**src/shared/mcs_pkg.sv**
```systemverilog
// shared constants for the modulator carrier select block
package mcs_pkg;
    localparam int ADDR_W = 4;
    // register byte offsets
    localparam logic [ADDR_W-1:0] OFS_HIGH_CARRIER = 4'h0;
    localparam logic [ADDR_W-1:0] OFS_LOW_CARRIER  = 4'h4;
    localparam logic [ADDR_W-1:0] OFS_MOD_CONTROL  = 4'h8;
    localparam logic [ADDR_W-1:0] OFS_MOD_SOURCE   = 4'hC;
    // carrier register fields
    localparam int BIT_PIN_DISABLE = 7;
    localparam int BIT_INVERT      = 6;
    localparam int BIT_SYNC        = 5;
    localparam int SEL_MSB         = 3;
    localparam logic [7:0] CARRIER_WMASK = 8'hEF;
    // modulation control fields
    localparam int BIT_ENABLE      = 7;
    localparam int BIT_PIN_OE      = 6;
    localparam int BIT_SLEW        = 5;
    localparam int BIT_OUT_INVERT  = 4;
    localparam int BIT_OUT_VALUE   = 3;
    localparam int BIT_SW_MOD      = 0;
    localparam logic [7:0] CONTROL_WMASK = 8'hF1;
    localparam logic [7:0] SOURCE_WMASK  = 8'h8F;
    // reset values
    localparam logic [7:0] RST_CARRIER = 8'h00;
    localparam logic [7:0] RST_CONTROL = 8'h20;
    localparam logic [7:0] RST_SOURCE  = 8'h00;
    // carrier select codes
    localparam logic [3:0] SEL_GROUND  = 4'h0;
    localparam logic [3:0] SEL_PIN_ONE = 4'h1;
    localparam logic [3:0] SEL_PIN_TWO = 4'h2;
    localparam logic [3:0] SEL_REFCLK  = 4'h3;
    localparam logic [3:0] SEL_PWM_1   = 4'h4;
    localparam logic [3:0] SEL_PWM_4   = 4'h7;
    // modulation source codes and axi4-lite response codes
    localparam logic [3:0] MSRC_SW_BIT = 4'h0;
    localparam logic [3:0] MSRC_PIN    = 4'h1;
    localparam logic [1:0] RESP_OKAY   = 2'h0;
    localparam logic [1:0] RESP_SLVERR = 2'h2;
endpackage

```
**src/logic/mcs_carrier_select.sv**
```systemverilog
// one carrier source selector with polarity and pin release
`timescale 1ns/10ps
module mcs_carrier_select (
    input  wire logic [7:0] ctrl,
    input  wire logic       pin_one,
    input  wire logic       pin_two,
    input  wire logic       ref_clk,
    input  wire logic [3:0] pwm_out,
    input  wire logic [3:0] pwm_mode,
    output logic            carrier,
    output logic [5:0]      pin_release
);
    wire [3:0] sel      = ctrl[mcs_pkg::SEL_MSB:0];
    wire       reserved = sel[3];
    logic      raw;
    logic [5:0] onehot;

    always_comb begin
        raw = 1'b0;
        // low codes route ground, pins, ref clock
        // pwm codes only in pwm output mode
        case (sel)
            mcs_pkg::SEL_GROUND:  raw = 1'b0;
            mcs_pkg::SEL_PIN_ONE: raw = pin_one;
            mcs_pkg::SEL_PIN_TWO: raw = pin_two;
            mcs_pkg::SEL_REFCLK:  raw = ref_clk;
            default: begin
                // reserved codes connect nothing
                // reserved codes give zero
                if (!reserved) begin
                    raw = pwm_out[sel[1:0]] & pwm_mode[sel[1:0]];
                end
            end
        endcase
    end

    // polarity after selection
    assign carrier = raw ^ ctrl[mcs_pkg::BIT_INVERT];

    // pin release: index 0..3 pwm units, 4 ref clock, 5 unused
    always_comb begin
        onehot = 6'h00;
        if (sel == mcs_pkg::SEL_REFCLK) begin
            onehot[4] = 1'b1;
        end else if (sel >= mcs_pkg::SEL_PWM_1 && sel <= mcs_pkg::SEL_PWM_4) begin
            onehot[sel[1:0]] = 1'b1;
        end
    end
    // release chosen source pin
    assign pin_release = ctrl[mcs_pkg::BIT_PIN_DISABLE] ? onehot : 6'h00;
endmodule

```
**src/logic/mcs_carrier_switch.sv**
```systemverilog
// modulator mixing with optional falling-edge synchronised switch
`timescale 1ns/10ps
module mcs_carrier_switch (
    input  wire logic aclk,
    input  wire logic aresetn,
    input  wire logic enable,
    input  wire logic mod_sig,
    input  wire logic high_car,
    input  wire logic low_car,
    input  wire logic high_sync,
    input  wire logic low_sync,
    output logic      mixed,
    output logic      using_high
);
    logic use_high_q, use_high_d;
    logic high_prev_q, low_prev_q;
    wire  high_fall = high_prev_q & ~high_car;
    wire  low_fall  = low_prev_q & ~low_car;

    always_comb begin
        use_high_d = use_high_q;
        if (mod_sig != use_high_q) begin
            // wait for high carrier falling edge
            if (use_high_q) begin
                use_high_d = (high_sync && !high_fall);
            // wait for low carrier falling edge
            end else begin
                use_high_d = !(low_sync && !low_fall);
            end
        end
        // while disabled follow the modulation at once
        if (!enable) begin
            use_high_d = mod_sig;
        end
    end

    always_ff @(posedge aclk) begin
        if (!aresetn) begin
            use_high_q  <= 1'b0;
            high_prev_q <= 1'b0;
            low_prev_q  <= 1'b0;
        end else begin
            use_high_q  <= use_high_d;
            high_prev_q <= high_car;
            low_prev_q  <= low_car;
        end
    end

    // high carrier while modulator high
    // disabled gives no output
    assign mixed      = enable & (use_high_q ? high_car : low_car);
    assign using_high = use_high_q;

    // switch away only on high falling edge
    sync_high_a: assert property (@(posedge aclk) disable iff (!aresetn)
        enable && high_sync && use_high_q && !mod_sig && !high_fall |=> use_high_q)
        else $error("high carrier left without falling edge");
    // switch away only on low falling edge
    sync_low_a: assert property (@(posedge aclk) disable iff (!aresetn)
        enable && low_sync && !use_high_q && mod_sig && !low_fall |=> !use_high_q)
        else $error("low carrier left without falling edge");
    // unsynchronised switch away from the high carrier in one cycle
    nosync_high_a: assert property (@(posedge aclk) disable iff (!aresetn)
        !high_sync && use_high_q && !mod_sig |=> !use_high_q)
        else $error("high carrier not left at once");
endmodule

```
**src/logic/mcs_top.sv**
```systemverilog
// carrier select front end of the data signal modulator with axi4-lite registers
// Function
// High selector codes 0000-0011 route ground, carrier pin one, carrier pin two and reference clock.
// High selector codes 0100-0111 route pwm units one to four, only while each is in pwm mode.
// The low selector in bits 3:0 uses the same code assignment as the high selector.
// Selector codes 1000-1111 are reserved and connect no source.
// High carrier invert bit 6 inverts the selected high carrier.
// Low carrier invert bit 6 inverts the selected low carrier.
// With high sync bit 5 set, leaving the high carrier waits for its falling edge.
// With low sync bit 5 set, leaving the low carrier waits for its falling edge.
// With sync clear the switch away from a carrier happens at once.
// High carrier bit 7 releases the chosen high source from its own pin.
// Low carrier bit 7 releases the chosen low source from its own pin.
// Bit 4 of carrier registers and all unused bits read zero.
// Output takes the high carrier while modulation is one, else the low carrier.
// With the module enable clear nothing is mixed and the output is zero.
// A reserved selector code gives a zero carrier before inversion.
`timescale 1ns/10ps
module mcs_top (
    input  wire logic        aclk,
    input  wire logic        aresetn,
    // axi4-lite slave
    input  wire logic [3:0]  s_axi_awaddr,
    input  wire logic [2:0]  s_axi_awprot,
    input  wire logic        s_axi_awvalid,
    output logic             s_axi_awready,
    input  wire logic [31:0] s_axi_wdata,
    input  wire logic [3:0]  s_axi_wstrb,
    input  wire logic        s_axi_wvalid,
    output logic             s_axi_wready,
    output logic [1:0]       s_axi_bresp,
    output logic             s_axi_bvalid,
    input  wire logic        s_axi_bready,
    input  wire logic [3:0]  s_axi_araddr,
    input  wire logic [2:0]  s_axi_arprot,
    input  wire logic        s_axi_arvalid,
    output logic             s_axi_arready,
    output logic [31:0]      s_axi_rdata,
    output logic [1:0]       s_axi_rresp,
    output logic             s_axi_rvalid,
    input  wire logic        s_axi_rready,
    // carrier sources
    input  wire logic        carrier_input_pin_one,
    input  wire logic        carrier_input_pin_two,
    input  wire logic        reference_clock_signal,
    input  wire logic [3:0]  pwm_unit_output,
    input  wire logic [3:0]  pwm_unit_pwm_mode,
    // modulation signal from the source selector outside
    input  wire logic        modulation_signal,
    // outputs
    output logic             mixed_output,
    output logic             conditioned_high_carrier,
    output logic             conditioned_low_carrier,
    output logic [5:0]       source_pin_release,
    output logic [3:0]       modulation_source_select,
    output logic             modulation_source_pin_disable,
    output logic             modulator_pin_output_enable,
    output logic             output_slew_limit,
    output logic             output_invert
);
    // ----------------------------------------------------------------
    // register storage
    // ----------------------------------------------------------------
    logic [7:0]  high_carrier_control_q;
    logic [7:0]  low_carrier_control_q;
    logic [7:0]  modulation_control_q;
    logic [7:0]  modulation_source_control_q;

    // ----------------------------------------------------------------
    // axi4-lite write channel
    // ----------------------------------------------------------------
    logic        aw_held_q;
    logic        w_held_q;
    logic [3:0]  aw_addr_q;
    logic [31:0] w_data_q;
    logic [3:0]  w_strb_q;
    logic        bvalid_q;
    logic [1:0]  bresp_q;

    wire aw_take   = s_axi_awvalid && !aw_held_q && !bvalid_q;
    wire w_take    = s_axi_wvalid && !w_held_q && !bvalid_q;
    wire aw_have   = aw_held_q || aw_take;
    wire w_have    = w_held_q || w_take;
    wire wr_fire   = aw_have && w_have && !bvalid_q;
    wire [3:0]  wr_addr = aw_held_q ? aw_addr_q : s_axi_awaddr;
    wire [31:0] wr_data = w_held_q ? w_data_q : s_axi_wdata;
    wire        wr_lane = w_held_q ? w_strb_q[0] : s_axi_wstrb[0];
    wire [7:0]  wr_byte = wr_data[7:0];

    wire wr_high   = wr_fire && wr_lane && wr_addr == mcs_pkg::OFS_HIGH_CARRIER;
    wire wr_low    = wr_fire && wr_lane && wr_addr == mcs_pkg::OFS_LOW_CARRIER;
    wire wr_ctrl   = wr_fire && wr_lane && wr_addr == mcs_pkg::OFS_MOD_CONTROL;
    wire wr_src    = wr_fire && wr_lane && wr_addr == mcs_pkg::OFS_MOD_SOURCE;
    wire wr_mapped = wr_addr == mcs_pkg::OFS_HIGH_CARRIER || wr_addr == mcs_pkg::OFS_LOW_CARRIER
                  || wr_addr == mcs_pkg::OFS_MOD_CONTROL || wr_addr == mcs_pkg::OFS_MOD_SOURCE;

    always_ff @(posedge aclk) begin
        if (!aresetn) begin
            aw_held_q <= 1'b0;
            w_held_q  <= 1'b0;
            aw_addr_q <= 4'h0;
            w_data_q  <= 32'h00000000;
            w_strb_q  <= 4'h0;
        end else begin
            aw_held_q <= aw_have && !wr_fire;
            w_held_q  <= w_have && !wr_fire;
            if (aw_take) begin
                aw_addr_q <= s_axi_awaddr;
            end
            if (w_take) begin
                w_data_q <= s_axi_wdata;
                w_strb_q <= s_axi_wstrb;
            end
        end
    end

    always_ff @(posedge aclk) begin
        if (!aresetn) begin
            bvalid_q <= 1'b0;
            bresp_q  <= mcs_pkg::RESP_OKAY;
        end else if (wr_fire) begin
            bvalid_q <= 1'b1;
            bresp_q  <= wr_mapped ? mcs_pkg::RESP_OKAY : mcs_pkg::RESP_SLVERR;
        end else if (s_axi_bready) begin
            bvalid_q <= 1'b0;
        end
    end

    // ----------------------------------------------------------------
    // register writes
    // ----------------------------------------------------------------
    always_ff @(posedge aclk) begin
        if (!aresetn) begin
            high_carrier_control_q      <= mcs_pkg::RST_CARRIER;
            low_carrier_control_q       <= mcs_pkg::RST_CARRIER;
            modulation_control_q        <= mcs_pkg::RST_CONTROL;
            modulation_source_control_q <= mcs_pkg::RST_SOURCE;
        end else begin
            // unimplemented bits never stored
            if (wr_high) begin
                high_carrier_control_q <= wr_byte & mcs_pkg::CARRIER_WMASK;
            end
            if (wr_low) begin
                low_carrier_control_q <= wr_byte & mcs_pkg::CARRIER_WMASK;
            end
            if (wr_ctrl) begin
                modulation_control_q <= wr_byte & mcs_pkg::CONTROL_WMASK;
            end
            if (wr_src) begin
                modulation_source_control_q <= wr_byte & mcs_pkg::SOURCE_WMASK;
            end
        end
    end

    // ----------------------------------------------------------------
    // carrier path
    // ----------------------------------------------------------------
    logic       high_car;
    logic       low_car;
    logic [5:0] high_release;
    logic [5:0] low_release;
    logic       mixed;
    logic       using_high;

    mcs_carrier_select u_high (
        .ctrl        (high_carrier_control_q),
        .pin_one     (carrier_input_pin_one),
        .pin_two     (carrier_input_pin_two),
        .ref_clk     (reference_clock_signal),
        .pwm_out     (pwm_unit_output),
        .pwm_mode    (pwm_unit_pwm_mode),
        .carrier     (high_car),
        .pin_release (high_release)
    );

    // low selector shares the code map
    // low polarity applied inside selector
    // low source pin release
    mcs_carrier_select u_low (
        .ctrl        (low_carrier_control_q),
        .pin_one     (carrier_input_pin_one),
        .pin_two     (carrier_input_pin_two),
        .ref_clk     (reference_clock_signal),
        .pwm_out     (pwm_unit_output),
        .pwm_mode    (pwm_unit_pwm_mode),
        .carrier     (low_car),
        .pin_release (low_release)
    );

    wire enable   = modulation_control_q[mcs_pkg::BIT_ENABLE];
    wire src_sw   = modulation_source_control_q[3:0] == mcs_pkg::MSRC_SW_BIT;
    // software bit drives the modulation when selected, otherwise the outside source
    wire mod_sig  = src_sw ? modulation_control_q[mcs_pkg::BIT_SW_MOD] : modulation_signal;

    mcs_carrier_switch u_switch (
        .aclk       (aclk),
        .aresetn    (aresetn),
        .enable     (enable),
        .mod_sig    (mod_sig),
        .high_car   (high_car),
        .low_car    (low_car),
        .high_sync  (high_carrier_control_q[mcs_pkg::BIT_SYNC]),
        .low_sync   (low_carrier_control_q[mcs_pkg::BIT_SYNC]),
        .mixed      (mixed),
        .using_high (using_high)
    );

    // ----------------------------------------------------------------
    // registered outputs
    // ----------------------------------------------------------------
    logic mixed_q;
    logic high_car_q;
    logic low_car_q;
    logic [5:0] release_q;

    always_ff @(posedge aclk) begin
        if (!aresetn) begin
            mixed_q    <= 1'b0;
            high_car_q <= 1'b0;
            low_car_q  <= 1'b0;
            release_q  <= 6'h00;
        end else begin
            // no output while disabled
            mixed_q    <= mixed;
            high_car_q <= high_car;
            low_car_q  <= low_car;
            // released pins of either chosen source
            release_q  <= high_release | low_release;
        end
    end

    assign mixed_output                  = mixed_q;
    assign conditioned_high_carrier      = high_car_q;
    assign conditioned_low_carrier       = low_car_q;
    assign source_pin_release            = release_q;
    assign modulation_source_select      = modulation_source_control_q[3:0];
    assign modulation_source_pin_disable = modulation_source_control_q[7];
    assign modulator_pin_output_enable   = modulation_control_q[mcs_pkg::BIT_PIN_OE];
    assign output_slew_limit             = modulation_control_q[mcs_pkg::BIT_SLEW];
    assign output_invert                 = modulation_control_q[mcs_pkg::BIT_OUT_INVERT];

    // ----------------------------------------------------------------
    // axi4-lite read channel
    // ----------------------------------------------------------------
    logic        rvalid_q;
    logic [31:0] rdata_q;
    logic [1:0]  rresp_q;
    wire  rd_take = s_axi_arvalid && !rvalid_q;
    // output status bit shows the mixer's current value
    wire [7:0] ctrl_view = modulation_control_q | {4'h0, mixed_q, 3'h0};
    logic [7:0] rd_byte;
    logic       rd_ok;

    always_comb begin
        rd_byte = 8'h00;
        rd_ok   = 1'b1;
        // unused bits read zero
        case (s_axi_araddr)
            mcs_pkg::OFS_HIGH_CARRIER: rd_byte = high_carrier_control_q;
            mcs_pkg::OFS_LOW_CARRIER:  rd_byte = low_carrier_control_q;
            mcs_pkg::OFS_MOD_CONTROL:  rd_byte = ctrl_view;
            mcs_pkg::OFS_MOD_SOURCE:   rd_byte = modulation_source_control_q;
            default:                   rd_ok   = 1'b0;
        endcase
    end

    always_ff @(posedge aclk) begin
        if (!aresetn) begin
            rvalid_q <= 1'b0;
            rdata_q  <= 32'h00000000;
            rresp_q  <= mcs_pkg::RESP_OKAY;
        end else if (rd_take) begin
            rvalid_q <= 1'b1;
            rdata_q  <= {24'h000000, rd_byte};
            rresp_q  <= rd_ok ? mcs_pkg::RESP_OKAY : mcs_pkg::RESP_SLVERR;
        end else if (s_axi_rready) begin
            rvalid_q <= 1'b0;
        end
    end

    assign s_axi_awready = !aw_held_q && !bvalid_q;
    assign s_axi_wready  = !w_held_q && !bvalid_q;
    assign s_axi_bvalid  = bvalid_q;
    assign s_axi_bresp   = bresp_q;
    assign s_axi_arready = !rvalid_q;
    assign s_axi_rvalid  = rvalid_q;
    assign s_axi_rdata   = rdata_q;
    assign s_axi_rresp   = rresp_q;

    // ----------------------------------------------------------------
    // checks
    // ----------------------------------------------------------------
    // disabled output stays low
    disabled_quiet_a: assert property (@(posedge aclk) disable iff (!aresetn)
        !enable |=> !mixed_output)
        else $error("output active while disabled");
    // reserved code gives only the invert value
    reserved_high_a: assert property (@(posedge aclk) disable iff (!aresetn)
        high_carrier_control_q[3] |=> conditioned_high_carrier == $past(high_carrier_control_q[6]))
        else $error("reserved high code passed a source");
    // reserved low code is zero before invert
    reserved_low_a: assert property (@(posedge aclk) disable iff (!aresetn)
        low_carrier_control_q[3] |=> conditioned_low_carrier == $past(low_carrier_control_q[6]))
        else $error("reserved low code passed a source");
    // ground code yields invert value
    ground_high_a: assert property (@(posedge aclk) disable iff (!aresetn)
        high_carrier_control_q[3:0] == 4'h0 |=> conditioned_high_carrier == $past(high_carrier_control_q[6]))
        else $error("ground code not zero");
    // bit 4 reads zero except at the modulation control offset
    bit_four_a: assert property (@(posedge aclk) disable iff (!aresetn)
        s_axi_rvalid |-> !s_axi_rdata[4] || s_axi_rresp != mcs_pkg::RESP_OKAY
            || $past(s_axi_araddr) == mcs_pkg::OFS_MOD_CONTROL)
        else $error("unimplemented bit read as one");
    // enabled output follows high carrier while it is chosen
    mix_select_a: assert property (@(posedge aclk) disable iff (!aresetn)
        enable && using_high |=> mixed_output == $past(high_car))
        else $error("output not high carrier");
endmodule

```
**config.mk**
```make
export PLATFORM = sky130hd
export DESIGN_NAME = mcs_top
export DESIGN_NICKNAME = d
export VERILOG_FILES = /design/src/shared/mcs_pkg.sv /design/src/logic/mcs_carrier_select.sv /design/src/logic/mcs_carrier_switch.sv /design/src/logic/mcs_top.sv
export SDC_FILE = /design/constraint.sdc
export NUM_CORES = 1
export LEC_CHECK = 0
export BUFFER_PORTS_ARGS = -buffer_cell sky130_fd_sc_hd__buf_2
export CAP_MARGIN = 20
export CELL_PAD_IN_SITES_DETAIL_PLACEMENT = 0
export CELL_PAD_IN_SITES_GLOBAL_PLACEMENT = 1
export CORE_UTILIZATION = 36
export CTS_CLUSTER_SIZE = 16
export DETAILED_ROUTE_END_ITERATION = 10
export PLACE_DENSITY = 0.86
export SETUP_SLACK_MARGIN = 0.15
export SYNTH_ARGS = -nofsm -noshare
export SYNTH_HDL_FRONTEND = slang
export SYNTH_SLANG_ARGS = --single-unit
```
**constraint.sdc**
```tcl
create_clock -name aclk -period 2.45 [get_ports aclk]
set_clock_uncertainty 0.05 [all_clocks]
set_input_delay 0.49 -clock aclk [delete_from_list [all_inputs] [get_ports aclk]]
set_output_delay 0.49 -clock aclk [all_outputs]
set_load 0.1 [all_outputs]
```
==> reports/results.tsv, run 1 <==
stage	metric	value	unit
drt	starting DRC count in detailed routing	85	
hold_path	type of the most critical hold path	primary input to flop	
global_routing	antenna violations before repair	0	
clock_tree	htree depth	3	
logic_synthesis	Post-synth EDFFs	0	
power	Seq pwr share	0.399	
cells_and_area	diode count	0	
drt	Residual DRC	0	
place	GP Congestion	0.788	
floorplan	Placement Rows	34	
sta	Slew Viols, Final	0	
clock_tree	clk slew on worst S/H paths	70	ps
critical_path	crit path DAT	2300	ps
sta	final hold viol count	0	
critical_path	CP endpoint kind	flop	
critical_path	max incr delay on CP	600	ps
critical_path	WS Path Type	flop to flop	
cells_and_area	final layout net count	479	
global_routing	vias in the first global route	2387	
sta	RSZ-0062 raised after global routing	false	
sta	maximum clock rate	473	MHz
sta	Slew @ Worst Pin	644	ps
drt	vias	2528	
global_routing	global-route wire length before repair	11800	microns
clock_tree	Hold-fix buffers, CTS	0	
cells_and_area	Final Cell Area	3770	sq um
logic_synthesis	cell type with the largest total area after synthesis	dfxtp_1	
power	P_sw	0.837	mW
logic_synthesis	sequential element share of the synthesized area	0.373	
power	leakage	1.64	nW
logic_synthesis	count of cell types in the netlist	47	
clock_tree	Clock Path Buffers	2	
drt	antenna-violating nets left	0	
power	Peak VDD IR	0.000243	V
power	P per Cell Area	692	nW/um^2
clock_tree	TritonCTS buffer count	9	
logic_synthesis	Cells after Synth	350	
logic_synthesis	top post-synthesis cells by area	dfxtp_1, mux2i_1, nor2b_1, buf_4, nand2_1	
floorplan	Die ar.	9330	sq um
logic_synthesis	top cell type's share of synthesized area	0.373	
cells_and_area	Core Util, Final	0.435	
drt	total routed wirelength	7200	microns
logic_synthesis	Ys Warns	0	
sta	Slew HR	0.568	
floorplan	Die W	96.6	microns
floorplan	Die Y	96.6	microns
power	Sw Share	0.320	
place	Post-DP HPWL	5210	microns
critical_path	Crit-path slowest cell	dfxtp_1	
global_routing	Total Routing Usage GR	0.159	
logic_synthesis	Main synth FF type	dfxtp_1	
drt	drt first pass iters	4	
clock_tree	later-pin clock latency in the skew report	340	ps
sta	PnR worst setup slack	336	ps
logic_synthesis	Async SR Flop Fraction	0	
logic_synthesis	#FFs+latches synth	60	
sta	Final setup viols	0	
sta	Final TNS setup	0	ps
flow_run	max-cap violations	0	
logic_synthesis	synthesized area	3220	sq um
logic_synthesis	count leader, synth	dfxtp_1	
floorplan	num ports	127	
critical_path	worst-path fanout max	13	
power	clock power share	0.401	
clock_tree	clock root buffer	clkbuf_8	
logic_synthesis	Synth Area per Inst	9.21	sq um
critical_path	delay-heaviest family, CP	simple AND/OR/NAND/NOR gates	
place	Port Buffers	66	
critical_path	Req. time, crit path	2630	ps
power	internal power	1.78	mW
sta	final period utilization	0.863	
critical_path	WP buf/inv	1	
critical_path	CP Launch Type	flop	
power	combinational group share of total power	0.200	
drt	vias per std cell	4.83	
sta	fin crit period	2110	ps
clock_tree	clk sinks	60	
cells_and_area	layout cells sized above 1	0.267	
floorplan	core area	8680	sq um
global_routing	largest net degree at the start of global routing	58	
cells_and_area	synthesis-to-layout area growth	17.1	%
logic_synthesis	commonest cells in the netlist	dfxtp_1, nor2b_1, nand2_1	
drt	wire per inst	13.8	microns
clock_tree	TritonCTS clock tree	done	
place	pre-CTS setup slack	362	ps
place	Post-DP Area	3540	sq um
critical_path	crit path cell chain	or3b_1 -> a21oi_2 -> nor3b_2 -> buf_4 -> mux2i_1 -> nor2b_1	
run_status	status	complete, no violations	
floorplan	initial core utilization	0.371	
global_routing	total gr overflow	0	
==> stage by stage <==
step | power (mW) | hold slack [ps] | cells
global route | 2.71 | 341 | 523
global placement | 1.58 | 396 | 507
finish | 2.61 | 336 | 523
CTS | 2.64 | 316 | 523
detailed placement | 1.59 | 410 | 507
floorplan | 1.54 | 390 | 376
==> cells in the final DEF (no fill, tap or decap), types with 4 or more instances in the layout <==
| cell type | count |
|---|---|
| buf_2 | 66 |
| dfxtp_1 | 58 |
| nor2b_1 | 42 |
| nand2_1 | 40 |
| mux2i_1 | 39 |
| conb_1 | 27 |
| nor2_1 | 12 |
| clkbuf_8 | 12 |
| a21boi_0 | 11 |
| o21ai_0 | 10 |
| and2_1 | 9 |
| mux2_2 | 8 |
| a22oi_1 | 8 |
| nand3_1 | 7 |
| mux4_2 | 5 |
| nor3_1 | 4 |
| nand3b_1 | 4 |
| a21oi_1 | 4 |
| nor3b_1 | 4 |
| buf_4 | 4 |
==> cell type report <==
| cell class | count | area [sq um] |
|---|---|---|
| Clock buffer | 12 | 165 |
| Multi-Input combinational cell | 266 | 1820 |
| Tap cell | 108 | 135 |
| Fill cell | 865 | 4900 |
| Clock inverter | 4 | 70.1 |
| Sequential cell | 60 | 1200 |
| Timing Repair Buffer | 70 | 360 |
| Inverter | 3 | 15.0 |
==> routing by layer <==
| metal | part of all wire | GRT usage |
|---|---|---|
| met3 | 0.041 | 0.0390 |
| met2 | 0.46 | 0.249 |
| met4 | 0.020 | 0.0769 |
| met1 | 0.48 | 0.203 |
| met5 | 0 | 0 |
==> cells by family after synthesis <==
group / count (synthesis) / share of synthesized area
other: 1 / 0.00116
muxes: 55 / 0.196
DFF: 60 / 0.373
AOI/OAI and AO/OA: 44 / 0.0963
and+or+nand+nor: 138 / 0.233
xor gates and xnor gates: 2 / 0.00544
buffers and inverters: 50 / 0.0959
==> state kept, by name (all words and copies together) (netlist names), 4 cells and up <==
signal                       flops
w_data_q                         8
source_pin_release               5
s_axi_rdata                      8
modulation_source_control_q      5
aw_addr_q                        4
modulation_control_q             5
low_carrier_control_q            7
high_carrier_control_q           7
==> final timing paths <==
| check | cells past startpoint | endpoint | startpoint | slack (ps) |
|---|---|---|---|---|
| max | 6 | high_carrier_control_q[3]$_SDFFE_PN0P_ | aw_held_q$_SDFF_PN0_ | 340 |
| min | 2 | s_axi_rvalid$_SDFFE_PN0P_ | s_axi_arvalid | 340 |
| max reg2reg | 6 | high_carrier_control_q[3]$_SDFFE_PN0P_ | aw_held_q$_SDFF_PN0_ | 340 |
| min reg2reg | 2 | w_data_q[3]$_SDFFE_PN0P_ | w_data_q[3]$_SDFFE_PN0P_ | 410 |
==> power by group through the flow <==
stage	registers (mW)	clock network [mW]	logic, mW
final	1.04	1.05	0.523
after global routing	1.05	1.11	0.553
after CTS	1.04	1.07	0.524
after detailed placement	1.06	0	0.523
after global placement	1.06	0	0.519
after floorplan	1.10	0	0.433
==> repair_timing <==
item	4_1_cts	5_1_grt
setup buffers	0	0
resized for setup	0	1
setup endpoints to repair	0	6
(Power assumes the default switching activity.)
==> run 2: changes to the inputs <==
PLACE_DENSITY = not set   (was 0.86)
PLACE_DENSITY_LB_ADDON = 0.25   (was not set)
clock period = 1.96 ns   (was 2.45 ns; I/O delays follow)
==> run 2 against run 1 <==
  * The run now ends with design-rule violations left
  * Combinational power increased by 35%
  * Total power is 13% higher
  * Sequential share of layout area fell by 0.35 points
  * Critical path depth down 3
  * Non-clock buffer count is 11 higher
  * Core utilization up 0.98 points
  * Final area is 2.3% higher
  * Via count is 1.8% higher
  * Sequential power up 24%
  * Highest routed layer unchanged
==> reports/results.tsv, run 2 (synthesized netlist as in run 1, its figures left out) <==
stage	metric	value	unit
cells_and_area	synthesis-to-layout area growth	19.8	%
cells_and_area	layout cells sized above 1	0.300	
power	leakage	1.68	nW
place	Port Buffers	66	
clock_tree	clk sinks	60	
drt	drt first pass iters	7	
drt	wire per inst	13.5	microns
critical_path	Req. time, crit path	1520	ps
floorplan	num ports	127	
global_routing	vias in the first global route	2426	
global_routing	largest net degree at the start of global routing	56	
power	P per Cell Area	764	nW/um^2
power	Peak VDD IR	0.000402	V
clock_tree	TritonCTS clock tree	done	
critical_path	worst-path fanout max	5	
sta	fin crit period	1790	ps
cells_and_area	diode count	0	
cells_and_area	Final Cell Area	3860	sq um
cells_and_area	commonest non-fill, non-tap cell in the layout	buf_2	
drt	starting DRC count in detailed routing	80	
flow_run	max-cap violations	0	
global_routing	Total Routing Usage GR	0.165	
cells_and_area	Fillers	889	
sta	Slew HR	0.604	
floorplan	core area	8680	sq um
floorplan	initial core utilization	0.371	
clock_tree	clk slew on worst S/H paths	70	ps
sta	Slew @ Worst Pin	591	ps
global_routing	antenna violations before repair	0	
drt	vias per std cell	4.82	
power	Tot Pwr	2.95	mW
sta	final hold viol count	0	
critical_path	CP endpoint kind	primary output	
drt	Residual DRC	1	
sta	Final TNS setup	0	ps
sta	final period utilization	0.912	
place	GP Congestion	0.726	
place	Post-DP Area	3620	sq um
clock_tree	TritonCTS buffer count	9	
critical_path	CP Launch Type	flop	
run_status	violated checks	design-rule violations	
critical_path	WS Path Type	flop to primary output	
cells_and_area	final layout net count	490	
hold_path	type of the most critical hold path	primary input to flop	
floorplan	Die W	96.6	microns
drt	antenna-violating nets left	0	
global_routing	total gr overflow	0	
cells_and_area	most frequent cells in the layout	buf_2, dfxtp_1, nor2b_1, mux2i_1, nand2_1	
drt	vias	2574	
clock_tree	htree depth	3	
run_status	status	finished, violations left	
global_routing	global-route wire length before repair	12200	microns
clock_tree	clock root buffer	clkbuf_8	
place	Post-DP HPWL	5310	microns
sta	Final setup viols	0	
critical_path	crit path DAT	1340	ps
floorplan	Placement Rows	34	
floorplan	Die Y	96.6	microns
clock_tree	Clock Path Buffers	2	
clock_tree	later-pin clock latency in the skew report	340	ps
drt	total routed wirelength	7220	microns
sta	Slew Viols, Final	0	
sta	RSZ-0062 raised after global routing	true	
clock_tree	Hold-fix buffers, CTS	0	
floorplan	Die ar.	9330	sq um
sta	maximum clock rate	560	MHz
[run 2: cell count changes in the layout (fill, tap and decap cells not counted), moves of 2 or more]
| cell | previous run | this run |
|---|---|---|
| dfxtp_4 | 0 | 3 |
| clkbuf_8 | 12 | 10 |
| clkbuf_1 | 0 | 3 |
| dfxtp_2 | 2 | 4 |
| dfxtp_1 | 58 | 53 |
| bufinv_16 | 2 | 0 |
| buf_4 | 4 | 14 |
[run 2: report_power, final]
| group | switching [mW] | internal [mW] |
|---|---|---|
| clock | 0.461 | 0.488 |
| combinational | 0.537 | 0.172 |
| sequential | 0.0330 | 1.26 |
| total | 1.03 | 1.92 |
[run 2: metal layers]
metal | up-vias | GRT usage | part of all wire
met1 | 1205 | 0.216 | 0.48
met2 | 70 | 0.254 | 0.45
met5 | - | 0 | 0
li1 | 1292 | - | -
met3 | 7 | 0.0564 | 0.057
met4 | 0 | 0.0528 | 0.012
[run 2: area by class of cell]
type	count	area, sq um	area share
Timing Repair Buffer	81	447	0.116
Multi-Input combinational cell	266	1880	0.487
Tap cell	108	135	0.0350
Clock buffer	13	149	0.0386
Sequential cell	60	1220	0.316
Clock inverter	3	15.0	0.00389
Inverter	3	15.0	0.00389
[run 2: path summary, 6_finish.rpt]
kind	slack, ps	cells after the start	endpoint	from
worst max-delay path	170	3	s_axi_awready	aw_held_q$_SDFF_PN0_
worst min-delay path	250	3	s_axi_rvalid$_SDFFE_PN0P_	s_axi_rready
worst max register to register	220	6	high_carrier_control_q[1]$_SDFFE_PN0P_	aw_held_q$_SDFF_PN0_
worst min register to register	410	2	w_data_q[6]$_SDFFE_PN0P_	w_data_q[6]$_SDFFE_PN0P_
[run 2: critical path: stages (launching register included)]
cell and delay [ps]:
dfxtp_4 350, buf_4 130, nor2_4 90, buf_2 420
[run 2: repair_timing]
action,in CTS,in global routing
setup endpoints to repair,16,21
resized for setup,2,10
pin swaps,0,2
endpoints found under the hold margin,0,0
buffers inserted,0,2
[run 2: stage by stage]
stage	hold WS, ps	utilization	setup slack, ps	cells
6_report	246	0.445	173	534
5_1_grt	232	0.445	110	534
4_1_cts	236	0.437	159	532
3_5_place_dp	408	0.417	13.2	516
3_3_place_gp	396	0.417	9.63	516
2_1_floorplan	390	-	106	376
==> run 3: changes to the inputs <==
CORE_MARGIN = 2   (was not set)
==> run 3 against run 2 <==
  * Critical endpoint is now high_carrier_control_q[1]$_SDFFE_PN0P_
  * The run now ends clean
  * Register-to-register slack worse by 20 ps
  * Via count is 0.43% lower
  * Critical path depth is 3 higher
  * Final area is 0.97% higher
  * First-iteration DRC count is 26% lower
  * Total power is 3.8% higher
  * Die area is 4.2% higher
==> reports/results.tsv, run 3 (synthesized netlist as in run 1, its figures left out) <==
stage	metric	value	unit
cells_and_area	Core Util, Final	0.447	
sta	RSZ-0062 raised after global routing	true	
floorplan	Die W	98.6	microns
global_routing	Total Routing Usage GR	0.159	
power	Peak VDD IR	0.000328	V
critical_path	WS Path Type	flop to flop	
critical_path	Req. time, crit path	2130	ps
flow_run	max-cap violations	0	
power	P per Cell Area	785	nW/um^2
cells_and_area	final layout net count	491	
place	Port Buffers	66	
global_routing	antenna violations before repair	0	
cells_and_area	diode count	0	
clock_tree	TritonCTS clock tree	done	
critical_path	worst-path fanout max	7	
hold_path	hold path start	s_axi_rready	
cells_and_area	layout cells sized above 1	0.310	
run_status	status	complete, no violations	
cells_and_area	commonest non-fill, non-tap cell in the layout	buf_2	
clock_tree	clk slew on worst S/H paths	70	ps
drt	starting DRC count in detailed routing	59	
critical_path	flop2flop setup slack	200	ps
clock_tree	TritonCTS buffer count	9	
critical_path	max incr delay on CP	400	ps
floorplan	Die ar.	9720	sq um
clock_tree	clk sinks	60	
sta	final hold viol count	0	
clock_tree	clock root buffer	clkbuf_8	
drt	wire per inst	14.0	microns
clock_tree	Clock Path Buffers	2	
place	Post-DP HPWL	5390	microns
place	GP Congestion	0.781	
sta	Final setup viols	0	
floorplan	core area	8720	sq um
hold_path	Worst Hold Depth	3	
sta	final period utilization	0.896	
sta	maximum clock rate	569	MHz
drt	drt first pass iters	4	
critical_path	reg2reg end	high_carrier_control_q[1]$_SDFFE_PN0P_	
drt	Residual DRC	0	
critical_path	Worst Reg-to-Reg Cells	6	
power	Tot Pwr	3.06	mW
global_routing	largest net degree at the start of global routing	56	
sta	Slew Viols, Final	0	
drt	total routed wirelength	7490	microns
global_routing	global-route wire length before repair	12300	microns
drt	vias	2563	
drt	vias per std cell	4.80	
hold_path	Hold Path Sink	s_axi_rvalid$_SDFFE_PN0P_	
floorplan	Placement Rows	34	
floorplan	initial core utilization	0.369	
global_routing	total gr overflow	0	
clock_tree	Hold-fix buffers, CTS	0	
critical_path	CP Launch Type	flop	
critical_path	reg2reg start	aw_held_q$_SDFF_PN0_	
clock_tree	later-pin clock latency in the skew report	330	ps
critical_path	Crit-path slowest cell	or3b_4	
cells_and_area	most frequent cells in the layout	buf_2, dfxtp_1, nor2b_1, nand2_1, mux2i_1	
clock_tree	htree depth	3	
critical_path	crit path cell chain	or3b_4 -> a21oi_4 -> nor3b_2 -> buf_6 -> mux2i_2 -> nor2b_1	
critical_path	crit path DAT	1930	ps
critical_path	CP endpoint kind	flop	
cells_and_area	synthesis-to-layout area growth	20.9	%
drt	antenna-violating nets left	0	
sta	fin crit period	1760	ps
global_routing	vias in the first global route	2472	
floorplan	num ports	127	
floorplan	Die Y	98.6	microns
power	leakage	1.69	nW
hold_path	type of the most critical hold path	primary input to flop	
sta	Final TNS setup	0	ps
[run 3: cell count changes in the layout (fill, tap and decap cells not counted), moves of 2 or more]
| cell | previous run | this run |
|---|---|---|
| clkbuf_8 | 10 | 13 |
| mux2i_1 | 39 | 37 |
| mux2i_2 | 0 | 2 |
| clkinv_2 | 3 | 1 |
| clkbuf_1 | 3 | 1 |
[run 3: timing repair]
action | 4_1_cts | 5_1_grt
setup endpoints to repair | 14 | 18
pin swaps | 0 | 2
gates cloned | 0 | 0
resized for setup | 2 | 12
buffers inserted | 0 | 1
[run 3: power breakdown]
part	internal, mW	switching (mW)	leakage [nW]	total (mW)
Sequential	1.26	0.0359	0.491	1.29
Combinational	0.170	0.536	1.11	0.706
Clock	0.590	0.470	0.0986	1.06
[run 3: stage by stage]
| stage | std cells | worst slack, ps | cell area [sq um] | hold slack, ps |
|---|---|---|---|---|
| 6_report | 534 | 203 | 3900 | 261 |
| 5_1_grt | 534 | 92.2 | 3900 | 273 |
| 4_1_cts | 533 | 184 | 3830 | 253 |
| 3_5_place_dp | 518 | 14.0 | 3640 | 403 |
| 3_3_place_gp | 518 | 20.8 | 3640 | 396 |
| 2_1_floorplan | 376 | 106 | 3360 | 390 |
[run 3: worst max path at each step]
stage,end,from,depth (start not counted)
floorplan,s_axi_rdata[4]$_SDFFE_PN0P_,s_axi_rvalid$_SDFFE_PN0P_,5
global placement,high_carrier_control_q[1]$_SDFFE_PN0P_,s_axi_awaddr[1],7
detailed placement,low_carrier_control_q[0]$_SDFFE_PN0P_,s_axi_awaddr[1],7
CTS,high_carrier_control_q[1]$_SDFFE_PN0P_,aw_held_q$_SDFF_PN0_,6
global route,u_switch.using_high$_SDFFE_PN0P_,high_carrier_control_q[0]$_SDFFE_PN0P_,4
finish,high_carrier_control_q[1]$_SDFFE_PN0P_,aw_held_q$_SDFF_PN0_,6
[run 3: routing by layer]
layer | part of all wire | track usage | up-vias
met2 | 0.45 | 0.250 | 56
met1 | 0.49 | 0.218 | 1206
met5 | 0 | 0 | -
met4 | 0.0079 | 0.0411 | 0
met3 | 0.045 | 0.0440 | 6
li1 | - | - | 1295
[run 3: area by class of cell]
class	instances	area, sq um
inverter	3	15.0
tap	108	135
clock inverter	1	5.00
timing repair buffer	82	458
clock buffer	14	183
sequential	60	1220
fill	901	4820
multi-input combinational	266	1880
[run 3: critical path: cells and delay by family, from the launching register on]
| kind | cells | cell delay [ps] |
|---|---|---|
| flops | 1 | 370 |
| simple gates | 3 | 660 |
| compound gates | 1 | 170 |
| buf+inv | 1 | 180 |
| mux | 1 | 210 |
